### config.mk
export PLATFORM = sky130hd
export DESIGN_NAME = quadrature_decoder_counter
export DESIGN_NICKNAME = d
export VERILOG_FILES = /design/src/qd_pkg.sv /design/src/quadrature_decoder_counter.sv
export SDC_FILE = /design/constraint.sdc
export NUM_CORES = 1
export LEC_CHECK = 0
export ABC_CLOCK_PERIOD_IN_PS = 10900
export BUFFER_PORTS_ARGS = -buffer_cell sky130_fd_sc_hd__clkbuf_2
export CAP_MARGIN = 20
export CORE_ASPECT_RATIO = 1.4
export CORE_MARGIN = 2
export CORE_UTILIZATION = 60
export DETAILED_ROUTE_END_ITERATION = 8
export PLACE_DENSITY = 0.95
export RECOVER_POWER = 25
export SLEW_MARGIN = 5
export SYNTH_ARGS = -nofsm -noshare
export SYNTH_HDL_FRONTEND = slang
export SYNTH_SLANG_ARGS = --single-unit
### constraint.sdc
create_clock -name CLK -period 10.9 [get_ports CLK]
set_input_delay 2.18 -clock CLK [delete_from_list [all_inputs] [get_ports CLK]]
set_output_delay 2.18 -clock CLK [all_outputs]
set_load 0.1 [all_outputs]
### src/qd_pkg.sv
// =====================================================================
// Register map and field layout of the quadrature decoder.
package qd_pkg;
  // Register indices; the APB byte address is four times the index.
  localparam logic [15:0] IDX_CTRL = 16'hA070;
  localparam logic [15:0] IDX_CFG3 = 16'hA072;
  localparam logic [15:0] IDX_FLAGS = 16'hA073;
  localparam logic [15:0] IDX_CNT_LO = 16'hA074;
  localparam logic [15:0] IDX_CNT_HI = 16'hA075;
  localparam logic [15:0] IDX_MAX_LO = 16'hA076;
  localparam logic [15:0] IDX_MAX_HI = 16'hA077;
  // Control register fields.
  localparam int CTRL_ENABLE = 0;
  localparam int CTRL_QUAD = 1;
  localparam int CTRL_RLD_LO = 2;
  localparam int CTRL_DIR = 4;
  // Configuration register 3 fields; bits 7 to 3 are the event enables.
  localparam int CFG3_IDXM_LO = 0;
  localparam int CFG3_IDX_EN = 2;
  localparam int EVT_LO = 3;
  // Event bit numbers, relative to EVT_LO.
  localparam int EV_ERR = 0;
  localparam int EV_CNT = 1;
  localparam int EV_DIR = 2;
  localparam int EV_IDX = 3;
  localparam int EV_TC = 4;
  localparam int NUM_EVT = 5;
  // Reset values.
  localparam logic [7:0] CFG_RESET = 8'h00;
  localparam logic [15:0] CNT_RESET = 16'h0000;
  localparam logic [15:0] MAX_RESET = 16'h0000;
  // Reload modes.
  localparam logic [1:0] RLD_NONE = 2'h0;
  localparam logic [1:0] RLD_INDEX = 2'h1;
  localparam logic [1:0] RLD_TC = 2'h2;
  localparam logic [1:0] RLD_BOTH = 2'h3;
endpackage : qd_pkg

### src/quadrature_decoder_counter.sv
`timescale 1ns/100ps
// Contract
// - Terminal count at maximum up, zero down
// - Five event interrupt enables in bits 7-3
// - Index input forced low unless enabled
// - Index match applies in double/quadruple modes
// - Match code selects qualifying phase transition
// - Sixteen-bit position count, two bytes, resets zero
// - Count byte reads return live count
// - Count byte writes preset that byte
// - Count preset only while decoder disabled
// - Sixteen-bit maximum count, two bytes, resets zero
// - Maximum reached raises terminal event, reloads
// - Reload mode 00 wraps freely
// - Index reload: zero up, maximum down
// - Mode 11 reloads on first of both
module quadrature_decoder_counter
  import qd_pkg::*;
(
  input wire logic CLK,
  input wire logic SYS_RST,
  input wire logic PSEL,
  input wire logic PENABLE,
  input wire logic PWRITE,
  input wire logic [17:0] PADDR,
  input wire logic [31:0] PWDATA,
  output logic [31:0] PRDATA,
  output logic PREADY,
  output logic PSLVERR,
  input wire logic PHASE_A,
  input wire logic PHASE_B,
  input wire logic INDEX,
  output logic IRQ
);

  // ===================================================================
  // Bus decode
  logic [15:0] reg_idx;
  logic wr_acc;
  logic rd_setup;
  logic [7:0] wdata;
  assign reg_idx = PADDR[17:2];
  assign wr_acc = PSEL && PENABLE && PWRITE;
  assign rd_setup = PSEL && !PENABLE && !PWRITE;
  assign wdata = PWDATA[7:0];
  // Zero wait states; no error response.
  assign PREADY = 1'b1;
  assign PSLVERR = 1'b0;

  // ===================================================================
  // Configuration registers
  logic [7:0] ctrl_q;
  logic [7:0] cfg3_q;
  logic [15:0] max_q;
  logic [15:0] cnt_q;
  logic [NUM_EVT-1:0] flag_q;
  logic dir_q;
  logic enabled;
  logic quad_mode;
  logic [1:0] reload_mode;
  logic [1:0] index_match_select;
  assign enabled = ctrl_q[CTRL_ENABLE];
  assign quad_mode = ctrl_q[CTRL_QUAD];
  assign reload_mode = ctrl_q[CTRL_RLD_LO +: 2];
  assign index_match_select = cfg3_q[CFG3_IDXM_LO +: 2];

  // Control and event-enable registers take APB writes.
  // event enables
  always_ff @(posedge CLK) begin
    if (SYS_RST) begin
      ctrl_q <= CFG_RESET;
      cfg3_q <= CFG_RESET;
    end else if (wr_acc) begin
      if (reg_idx == IDX_CTRL) begin
        ctrl_q <= wdata;
      end
      if (reg_idx == IDX_CFG3) begin
        cfg3_q <= wdata;
      end
    end
  end

  // Maximum count bytes are freely writable.
  // maximum count
  always_ff @(posedge CLK) begin
    if (SYS_RST) begin
      max_q <= MAX_RESET;
    end else if (wr_acc) begin
      if (reg_idx == IDX_MAX_LO) begin
        max_q[7:0] <= wdata;
      end
      if (reg_idx == IDX_MAX_HI) begin
        max_q[15:8] <= wdata;
      end
    end
  end

  // ===================================================================
  // Phase decoding
  logic [1:0] phase_q;
  logic [1:0] phase_now;
  logic moved;
  logic up_step;
  logic down_step;
  logic count_step;
  logic err_step;
  assign phase_now = {PHASE_A, PHASE_B};
  assign moved = enabled && (phase_now != phase_q);

  // Forward sequence is 00, 10, 11, 01 and back to 00.
  function automatic logic [1:0] next_up(input logic [1:0] p);
    case (p)
      2'h0: next_up = 2'h2;
      2'h2: next_up = 2'h3;
      2'h3: next_up = 2'h1;
      default: next_up = 2'h0;
    endcase
  endfunction : next_up

  assign up_step = moved && (phase_now == next_up(phase_q));
  assign down_step = moved && (phase_q == next_up(phase_now));
  assign err_step = moved && !up_step && !down_step;
  // Double-edge mode counts edges of phase A only.
  assign count_step = (up_step || down_step) && (quad_mode || (phase_now[1] != phase_q[1]));

  // Previous phase is kept to find transitions.
  always_ff @(posedge CLK) begin
    if (SYS_RST) begin
      phase_q <= 2'h0;
    end else begin
      phase_q <= phase_now;
    end
  end

  // ===================================================================
  // Index qualification
  logic index_gated;
  logic [1:0] up_from;
  logic idx_evt;
  assign index_gated = INDEX && cfg3_q[CFG3_IDX_EN];
  // Up transition is up_from to next_up(up_from); down is its reverse.
  // match table
  always_comb begin
    case (index_match_select)
      2'h0: up_from = 2'h0;
      2'h1: up_from = 2'h2;
      2'h2: up_from = 2'h1;
      default: up_from = 2'h3;
    endcase
  end
  // Both counting modes are edge modes, so the match always applies.
  // index event
  assign idx_evt = index_gated && ((up_step && phase_q == up_from) ||
                   (down_step && phase_now == up_from));

  // ===================================================================
  // Position counter
  logic tc_evt;
  logic do_reload;
  logic dir_chg;
  assign tc_evt = count_step && (up_step ? (cnt_q == max_q) : (cnt_q == 16'h0000));
  assign do_reload = (idx_evt && reload_mode[0]) || (tc_evt && reload_mode[1]);
  assign dir_chg = (up_step || down_step) && (up_step != dir_q);

  // Counter steps, reloads, or takes a preset while disabled.
  always_ff @(posedge CLK) begin
    if (SYS_RST) begin
      cnt_q <= CNT_RESET;
    end else if (!enabled) begin
      if (wr_acc && reg_idx == IDX_CNT_LO) begin
        cnt_q[7:0] <= wdata;
      end
      if (wr_acc && reg_idx == IDX_CNT_HI) begin
        cnt_q[15:8] <= wdata;
      end
    end else if (do_reload) begin
      cnt_q <= up_step ? 16'h0000 : max_q;
    end else if (count_step) begin
      cnt_q <= up_step ? cnt_q + 16'h0001 : cnt_q - 16'h0001;
    end
  end

  // Direction of the last valid step.
  always_ff @(posedge CLK) begin
    if (SYS_RST) begin
      dir_q <= 1'b1;
    end else if (up_step || down_step) begin
      dir_q <= up_step;
    end
  end

  // ===================================================================
  // Event flags and interrupt
  logic [NUM_EVT-1:0] evt;
  assign evt[EV_ERR] = err_step;
  assign evt[EV_CNT] = count_step || (idx_evt && do_reload);
  assign evt[EV_DIR] = dir_chg;
  assign evt[EV_IDX] = idx_evt;
  assign evt[EV_TC] = tc_evt;

  // Flags clear by writing zero; a new event wins over the clear.
  genvar g;
  generate
    for (g = 0; g < NUM_EVT; g++) begin : g_flag
      always_ff @(posedge CLK) begin
        if (SYS_RST) begin
          flag_q[g] <= 1'b0;
        end else if (evt[g]) begin
          flag_q[g] <= 1'b1;
        end else if (wr_acc && reg_idx == IDX_FLAGS && !wdata[EVT_LO + g]) begin
          flag_q[g] <= 1'b0;
        end
      end
    end
  endgenerate

  // Interrupt is the registered OR of enabled flags.
  // interrupt request
  always_ff @(posedge CLK) begin
    if (SYS_RST) begin
      IRQ <= 1'b0;
    end else begin
      IRQ <= |(flag_q & cfg3_q[EVT_LO +: NUM_EVT]);
    end
  end

  // ===================================================================
  // Read data, captured in the setup phase
  logic [7:0] rd_byte;
  always_comb begin
    case (reg_idx)
      IDX_CTRL: rd_byte = {3'h0, dir_q, ctrl_q[3:0]};
      IDX_CFG3: rd_byte = cfg3_q;
      IDX_FLAGS: rd_byte = {flag_q, 3'h0};
      IDX_CNT_LO: rd_byte = cnt_q[7:0];
      IDX_CNT_HI: rd_byte = cnt_q[15:8];
      IDX_MAX_LO: rd_byte = max_q[7:0];
      IDX_MAX_HI: rd_byte = max_q[15:8];
      default: rd_byte = 8'h00;
    endcase
  end

  // Unmapped reads return zero.
  always_ff @(posedge CLK) begin
    if (SYS_RST) begin
      PRDATA <= 32'h0000_0000;
    end else if (rd_setup) begin
      PRDATA <= {24'h00_0000, rd_byte};
    end
  end

  // ===================================================================
  // Assertions
  a_tc_flag_set: assert property (@(posedge CLK) disable iff (SYS_RST)
    tc_evt |=> flag_q[EV_TC]) else $error("Terminal event did not set its flag.");
  a_index_gated_off: assert property (@(posedge CLK) disable iff (SYS_RST)
    !cfg3_q[CFG3_IDX_EN] |-> !idx_evt) else $error("Index seen while input disabled.");
  a_index_match_up: assert property (@(posedge CLK) disable iff (SYS_RST)
    (idx_evt && up_step) |-> (phase_q == up_from && INDEX))
    else $error("Index event on wrong phase transition.");
  a_count_read_byte: assert property (@(posedge CLK) disable iff (SYS_RST)
    (rd_setup && reg_idx == IDX_CNT_LO) |=> PRDATA[7:0] == $past(cnt_q[7:0]))
    else $error("Count low read mismatch.");
  a_preset_load: assert property (@(posedge CLK) disable iff (SYS_RST)
    (!enabled && wr_acc && reg_idx == IDX_CNT_HI) |=> cnt_q[15:8] == $past(PWDATA[7:0]))
    else $error("Count preset not loaded.");
  a_enabled_no_preset: assert property (@(posedge CLK) disable iff (SYS_RST)
    (enabled && !count_step && !idx_evt) |=> $stable(cnt_q))
    else $error("Count changed without a step while enabled.");
  a_tc_reload_up: assert property (@(posedge CLK) disable iff (SYS_RST)
    (tc_evt && up_step && reload_mode == RLD_TC) |=> cnt_q == 16'h0000)
    else $error("Terminal reload did not clear count.");
  a_wrap_free: assert property (@(posedge CLK) disable iff (SYS_RST)
    (up_step && count_step && reload_mode == RLD_NONE && cnt_q == 16'hFFFF)
    |=> cnt_q == 16'h0000) else $error("Counter did not wrap.");
  a_index_reload_dn: assert property (@(posedge CLK) disable iff (SYS_RST)
    (idx_evt && down_step && reload_mode == RLD_INDEX) |=> cnt_q == $past(max_q))
    else $error("Index reload down did not load maximum.");
  a_irq_raise: assert property (@(posedge CLK) disable iff (SYS_RST)
    (|(flag_q & cfg3_q[EVT_LO +: NUM_EVT])) |=> IRQ)
    else $error("Interrupt missing for enabled flag.");
  a_irq_masked: assert property (@(posedge CLK) disable iff (SYS_RST)
    !(|(flag_q & cfg3_q[EVT_LO +: NUM_EVT])) |=> !IRQ)
    else $error("Interrupt raised with no enabled flag.");
  a_max_write_lo: assert property (@(posedge CLK) disable iff (SYS_RST)
    (wr_acc && reg_idx == IDX_MAX_LO) |=> max_q[7:0] == $past(PWDATA[7:0]))
    else $error("Maximum low byte write not stored.");
  a_index_reload_up: assert property (@(posedge CLK) disable iff (SYS_RST)
    (idx_evt && up_step && reload_mode == RLD_INDEX) |=> cnt_q == 16'h0000)
    else $error("Index reload up did not clear count.");

endmodule : quadrature_decoder_counter

* Yosys cells after proc, flatten, opt, wreduce, memory -nomap -nowiden *
Index checks and enable logic that the tools add are counted.

operators by class
  bitwise logic cells = 1
  multiplexer cells = 22
  add/subtract/negate cells = 2
  reduce and logical (&&, ||, !) cells = 59
  eq/ne operators = 22

operators with widths
  operator                                             count
  == test 16 bit (second input constant)               7
  2-to-1 mux 16 bit                                    5
  one-hot mux 8 bit (7 select lines)                   1
  logical AND 1 bit                                    27
  one-hot mux 2 bit (3 select lines)                   3
  adder 16 x 1 -> 16 bit (second input constant)       1
  == test 16 bit                                       1
  zero test 16 bit                                     1
  2-to-1 mux 8 bit                                     2
  subtractor 16 x 1 -> 16 bit (second input constant)  1
  nonzero test 2 bit                                   7
  AND reduction 2 bit                                  6
  2-to-1 mux 1 bit                                     11
  == test 2 bit (second input constant)                5
  zero test 1 bit                                      9
  == test 2 bit                                        4
  zero test 2 bit                                      3
  AND 5 bit                                            1
  logical OR 1 bit                                     5
  OR reduction 5 bit                                   1
  != test 3 x 1 -> 1 bit (second input constant)       1
  == test 2 x 1 -> 1 bit (second input constant)       1
  != test 1 bit                                        2
  != test 2 bit                                        1

word-level totals
  register bits = 61
  logic and storage cells = 121
  input bits = 58
  output and inout bits = 35

* Longest topological paths before layout *
  depth after elaboration = 12
  depth in mapped cells = 15
  mapped depth without buffers = 13

* Worst setup path before layout *
OpenSTA, ideal clock, no wires.

  path kind = input to register
  start point = input port PHASE_A
  end point = register cnt_q[15]
  arrival = 5.586 ns
  required time = 10.838 ns
  library setup time = 0.062 ns
  stages = 15
  slack = 5.252 ns
  buffers on the path = 3
  cells stage by stage = xnor2_1 -> or3b_1 -> buf_2 -> buf_1 -> clkbuf_1 -> ha_1 -> a21oi_1 -> nand4b_1 -> nand3_1 -> nand2_1 -> o2111ai_1 -> o211ai_1 -> mux2_2 -> or4b_1 -> nand3_1

between the ends
  cells in the longest elaborated chain, start to end = 11
  elaborated cells on any way between the ends = 31
  those cells by class = eq/ne (8); mux (7); reduce/logical (16)

ends and longest elaborated chain
  item                                                                   RTL line                                                              RTL
  start, declared                                                        quadrature_decoder_counter.sv:30                                      input wire logic PHASE_A,
  == test 2 bit or zero test 2 bit (tied branches)                       quadrature_decoder_counter.sv:112                                     case (p)
  one-hot mux 2 bit (3 select lines)                                     quadrature_decoder_counter.sv:112
  == test 2 bit                                                          quadrature_decoder_counter.sv:121                                     assign down_step = moved && (phase_q == next_up(phase_now));
  logical AND 1 bit                                                      quadrature_decoder_counter.sv:121
  logical AND 1 bit or logical OR 1 bit (tied branches)                  quadrature_decoder_counter.sv:154, quadrature_decoder_counter.sv:124
  logical OR 1 bit or logical AND 1 bit (tied branches)                  quadrature_decoder_counter.sv:153, quadrature_decoder_counter.sv:124
  logical AND 1 bit (on tied branches)                                   quadrature_decoder_counter.sv:153, quadrature_decoder_counter.sv:161
  logical AND 1 bit                                                      quadrature_decoder_counter.sv:162                                     assign do_reload = (idx_evt && reload_mode[0]) || (tc_evt && reload_mode[1]);
  logical OR 1 bit                                                       quadrature_decoder_counter.sv:162
  != test 3 x 1 -> 1 bit (no line) or 2-to-1 mux 16 bit (tied branches)  -
  AND reduction 2 bit (no line) or 2-to-1 mux 16 bit (tied branches)     -
  end signal, assigned                                                   quadrature_decoder_counter.sv:174                                     cnt_q[15:8] <= wdata;
  end signal, assigned                                                   quadrature_decoder_counter.sv:177                                     cnt_q <= up_step ? 16'h0000 : max_q;
  end signal, assigned                                                   quadrature_decoder_counter.sv:179                                     cnt_q <= up_step ? cnt_q + 16'h0001 : cnt_q - 16'h0001;
  end, declared                                                          quadrature_decoder_counter.sv:55                                      logic [15:0] cnt_q;

Several ways; a longest one is shown, not always the timed one. The select of a mux whose other input is x is not followed.
A chain may end at the register's enable or synchronous reset.

* Worst setup path after layout *
  start point = input port PHASE_A
  end point = register cnt_q[14]

between the ends
  elaborated cells on any way between the ends = 31
  those cells by class = eq/ne (8); mux (7); reduce/logical (16)

RTL lines
  item                                                                   RTL line                                                              RTL
  != test 2 bit                                                          quadrature_decoder_counter.sv:108                                     assign moved = enabled && (phase_now != phase_q);
  logical AND 1 bit                                                      quadrature_decoder_counter.sv:108
  logical AND 1 bit (*)                                                  quadrature_decoder_counter.sv:120                                     assign up_step = moved && (phase_now == next_up(phase_q));
  via up_step                                                            quadrature_decoder_counter.sv:103                                     logic up_step;
  logical AND 1 bit or logical OR 1 bit (tied branches)                  quadrature_decoder_counter.sv:153, quadrature_decoder_counter.sv:124
  logical OR 1 bit or logical AND 1 bit (tied branches)                  quadrature_decoder_counter.sv:153, quadrature_decoder_counter.sv:124
  logical AND 1 bit (on tied branches)                                   quadrature_decoder_counter.sv:153, quadrature_decoder_counter.sv:161
  logical AND 1 bit                                                      quadrature_decoder_counter.sv:162
  logical OR 1 bit                                                       quadrature_decoder_counter.sv:162
  != test 3 x 1 -> 1 bit (no line) or 2-to-1 mux 16 bit (tied branches)  -
  AND reduction 2 bit (no line) or 2-to-1 mux 16 bit (tied branches)     -

Mark *: on every way through the listed nets, which the timed path passes. The rest lies on a longest branch. The select of a mux whose other input is x is not followed.

==> out/metrics.cfg <==
[status]
status=finished, violations left
failed_checks=max-capacitance violations, max-slew violations

[power]
p_int_mw=0.366
cellPowerDensity_nw_per_um2=113
p_sw_mw=0.154
swShare=0.296
ir_drop_mv=0.0960
pwr-share-clk=0.423
p_seq_frac=0.433
p_leak_nw=1.99
combPwrFrac=0.144
finalPower_mw=0.520

[cts]
clkSinkCount=61
cts_inserted_buffers=9
clk_latency_ns=0.36
htree_num_levels=3
cts_tree=done
cts_resized=0
postCtsHoldBufs=0
cts_setup_buffers=0
clockRootBuffer=clkbuf_8
clkTransAtPathRegs_ns=0.07
clock_path_buffers=2

[yosys]
syn-cell-area_um2=4240
yosysUniqueCellTypes=62
synthCells=535
synthFlopType=dfxtp_1
synth-seq-cells=61
synth_edf_count=0
yosysSeqAreaShare=0.288
synthArstFlopShare=0
syn_area_per_cell_um2=7.93
yosys_warnings=0

[worst_setup_path]
cp_cell_sequence=clkbuf_2 -> xnor2_1 -> or3b_1 -> buf_4 -> inv_2 -> fa_1 -> nor2b_1 -> o31a_1 -> nor3_1 -> o21ai_0 -> a31oi_1 -> o21ai_0 -> xor2_1 -> a21oi_1 -> o41ai_1
rr_startpoint=phase_q[1]
cp.required_ns=11.13
cp.arrival_ns=5.82
rrSetupSlack_ns=6.91
cp_top_family=compound AO/OA/AOI/OAI gates
crit_cells=15
crit_fanout=28
cpMostUsedCell=o21ai_0
end_kind=flip-flop
r2r-end=cnt_q[14]
criticalPathCategory=primary input to flip-flop
reg2regPathDepth=14
cp_slowest_cell=or3b_1
critPathMaxStageDelay_ns=0.46
cp_num_buf_inv=3
worstSetupStartpointType=primary input

[timing]
max-slew-margin-rel=-0.728
rsz0062_at_grt=no
holdWs_ns=0.470
tightestPinTransition_ns=2.59
finalSetupViolations=0
timing.final.hold_violations=0
max_freq_ghz=0.179
clock_skew_ns=0.0103
min_period_ns=5.58
setup_ws_ns=5.32
fin_crit_sh=0.512
report.final.slew_viol_count=60
finalSetupTns_ns=0

[cells_and_area]
area_growth_pct=8.20
layout.nets=636
drive_gt1_frac=0.133
seq_area_um2=1220
diodes=0
fill_cells=530
stdcell_area_um2=4590
multi_input_area_um2=2770

[worst_hold_path]
min_to=PRDATA[3]
hold_path_depth=2
worstHoldStart=PRDATA[3]
hold_class=flip-flop to flip-flop

[routing]
routedWlPerCell_um=18.5
drt_iter0_markers=465
dr.pass1.iters=5
antenna_left=0
vias_per_cell=6.43
dr_total_vias=4249
drc=0
drt-total-wl_mm=12.2

[placed_design]
place_ws_ns=5.05
hpwlAfterDp_mm=8.51
io_buffers=40
place_congestion=1.01
placed_area_um2=4380

[floorplan]
chipHeight_um=103
rows=36
coreArea_um2=6890
io_pins=93
die_area_um2=7770
start_util=0.615
die_w_um=75.1

[grt]
grt_pass1_wl_mm=19.3
grt_pass1_vias=4050
antenna_found_initial=0
overflow=0
grt_max_degree=60
globalRouteTotalUtil=0.331

[run]
maxCapViolCount=1

-- sequential cells by signal (all words and copies together) (netlist names) --
name / flops
dir_q: 1
cnt_q: 16
phase_q: 2
max_q: 16
flag_q: 5
PRDATA: 8
IRQ: 1
ctrl_q: 4
cfg3_q: 8
-- cells in the final DEF, fill, tap and decap left out, types with 4 or more instances in the layout --
master	instances
clkbuf_1	10
nor2_1	52
inv_1	8
dfxtp_1	61
a211oi_1	10
mux2i_1	21
buf_4	5
nand3_1	33
nor4_1	12
nand2b_1	5
a222oi_1	4
nor2b_1	7
nand4_1	5
and3_1	7
clkbuf_8	10
a22oi_1	8
o21ai_0	27
ha_1	15
conb_1	26
mux2_2	15
nor3_1	8
xnor2_1	7
xor2_1	29
nand2_1	46
a21oi_1	50
clkbuf_2	31
-- per-layer routing --
metal,part of all wire,vias up,track usage
li1,-,1941,-
met1,0.36,1931,0.385
met2,0.48,284,0.532
met3,0.089,93,0.0707
met4,0.072,0,0.235
met5,0,-,0
-- stage by stage --
stage / instances / utilization
floorplan: 559 / -
CTS: 660 / 0.667
global placement: 645 / 0.636
global route: 661 / 0.666
finish: 661 / 0.666
detailed placement: 645 / 0.636
-- cell usage after synthesis (all sizes together) (4+ instances only) --
cell type / number / area share
dfxtp: 61 / 0.29
nor2: 52 / 0.046
a21oi: 51 / 0.061
nand2: 46 / 0.041
buf: 36 / 0.056
nand3: 33 / 0.039
xor2: 29 / 0.060
o21ai: 28 / 0.033
mux2i: 21 / 0.050
clkbuf: 18 / 0.016
ha: 15 / 0.044
mux2: 15 / 0.040
nor4: 13 / 0.021
a211oi: 10 / 0.018
nor3: 10 / 0.016
inv: 9 / 0.0080
a22oi: 8 / 0.014
and3: 7 / 0.010
nor2b: 7 / 0.010
xnor2: 7 / 0.014
nand2b: 5 / 0.0074
nand4: 5 / 0.0074
a222oi: 4 / 0.0094
-- worst max-delay path by stage --
stage             from   endpoint  slack, ns
2_1_floorplan  PHASE_A  cnt_q[15]       5.25
3_3_place_gp   PHASE_A  cnt_q[14]       5.25
3_5_place_dp   PHASE_A  cnt_q[14]       5.05
4_1_cts        PHASE_A  cnt_q[14]       5.42
5_1_grt        PHASE_A  cnt_q[14]       5.05
6_report       PHASE_A  cnt_q[14]       5.32
-- power by group through the flow --
stage          Sequential (mW)  Clock, mW  Combinational [mW]
5_1_grt                  0.225      0.230              0.0779
3_5_place_dp             0.230          0              0.0739
3_3_place_gp             0.230          0              0.0732
6_report                 0.225      0.220              0.0747
2_1_floorplan            0.238          0              0.0606
4_1_cts                  0.225      0.222              0.0741
-- cell families (layout without fill, tap and decap cells) --
group / after synthesis / after routing / synth area share
DFF: 61 / 61 / 0.288
xor gates and xnor gates: 36 / 36 / 0.0744
muxes: 37 / 37 / 0.0947
and+or+nand+nor: 194 / 194 / 0.228
buffers and inverters: 63 / 70 / 0.0797
other: 2 / 26 / 0.00177
AOI/OAI and AO/OA: 126 / 126 / 0.185
adders and majority gates: 16 / 16 / 0.0490
-- tightest hold or removal path, delay by kind of cell (launching register included) --
kind | cells | cell delay, ns
and+or+nand+nor | 1 | 0.06
DFF | 1 | 0.31
AOI/OAI and AO/OA | 1 | 0.05
-- cell type report --
class	instances	area share
inverters	9	0.00736
well taps	95	0.0259
flip-flops and latches	61	0.266
repair buffers	46	0.0502
clock inverters	5	0.0164
multi-input cells	435	0.604
clock buffers	10	0.0300
(Power assumes the default switching activity.)
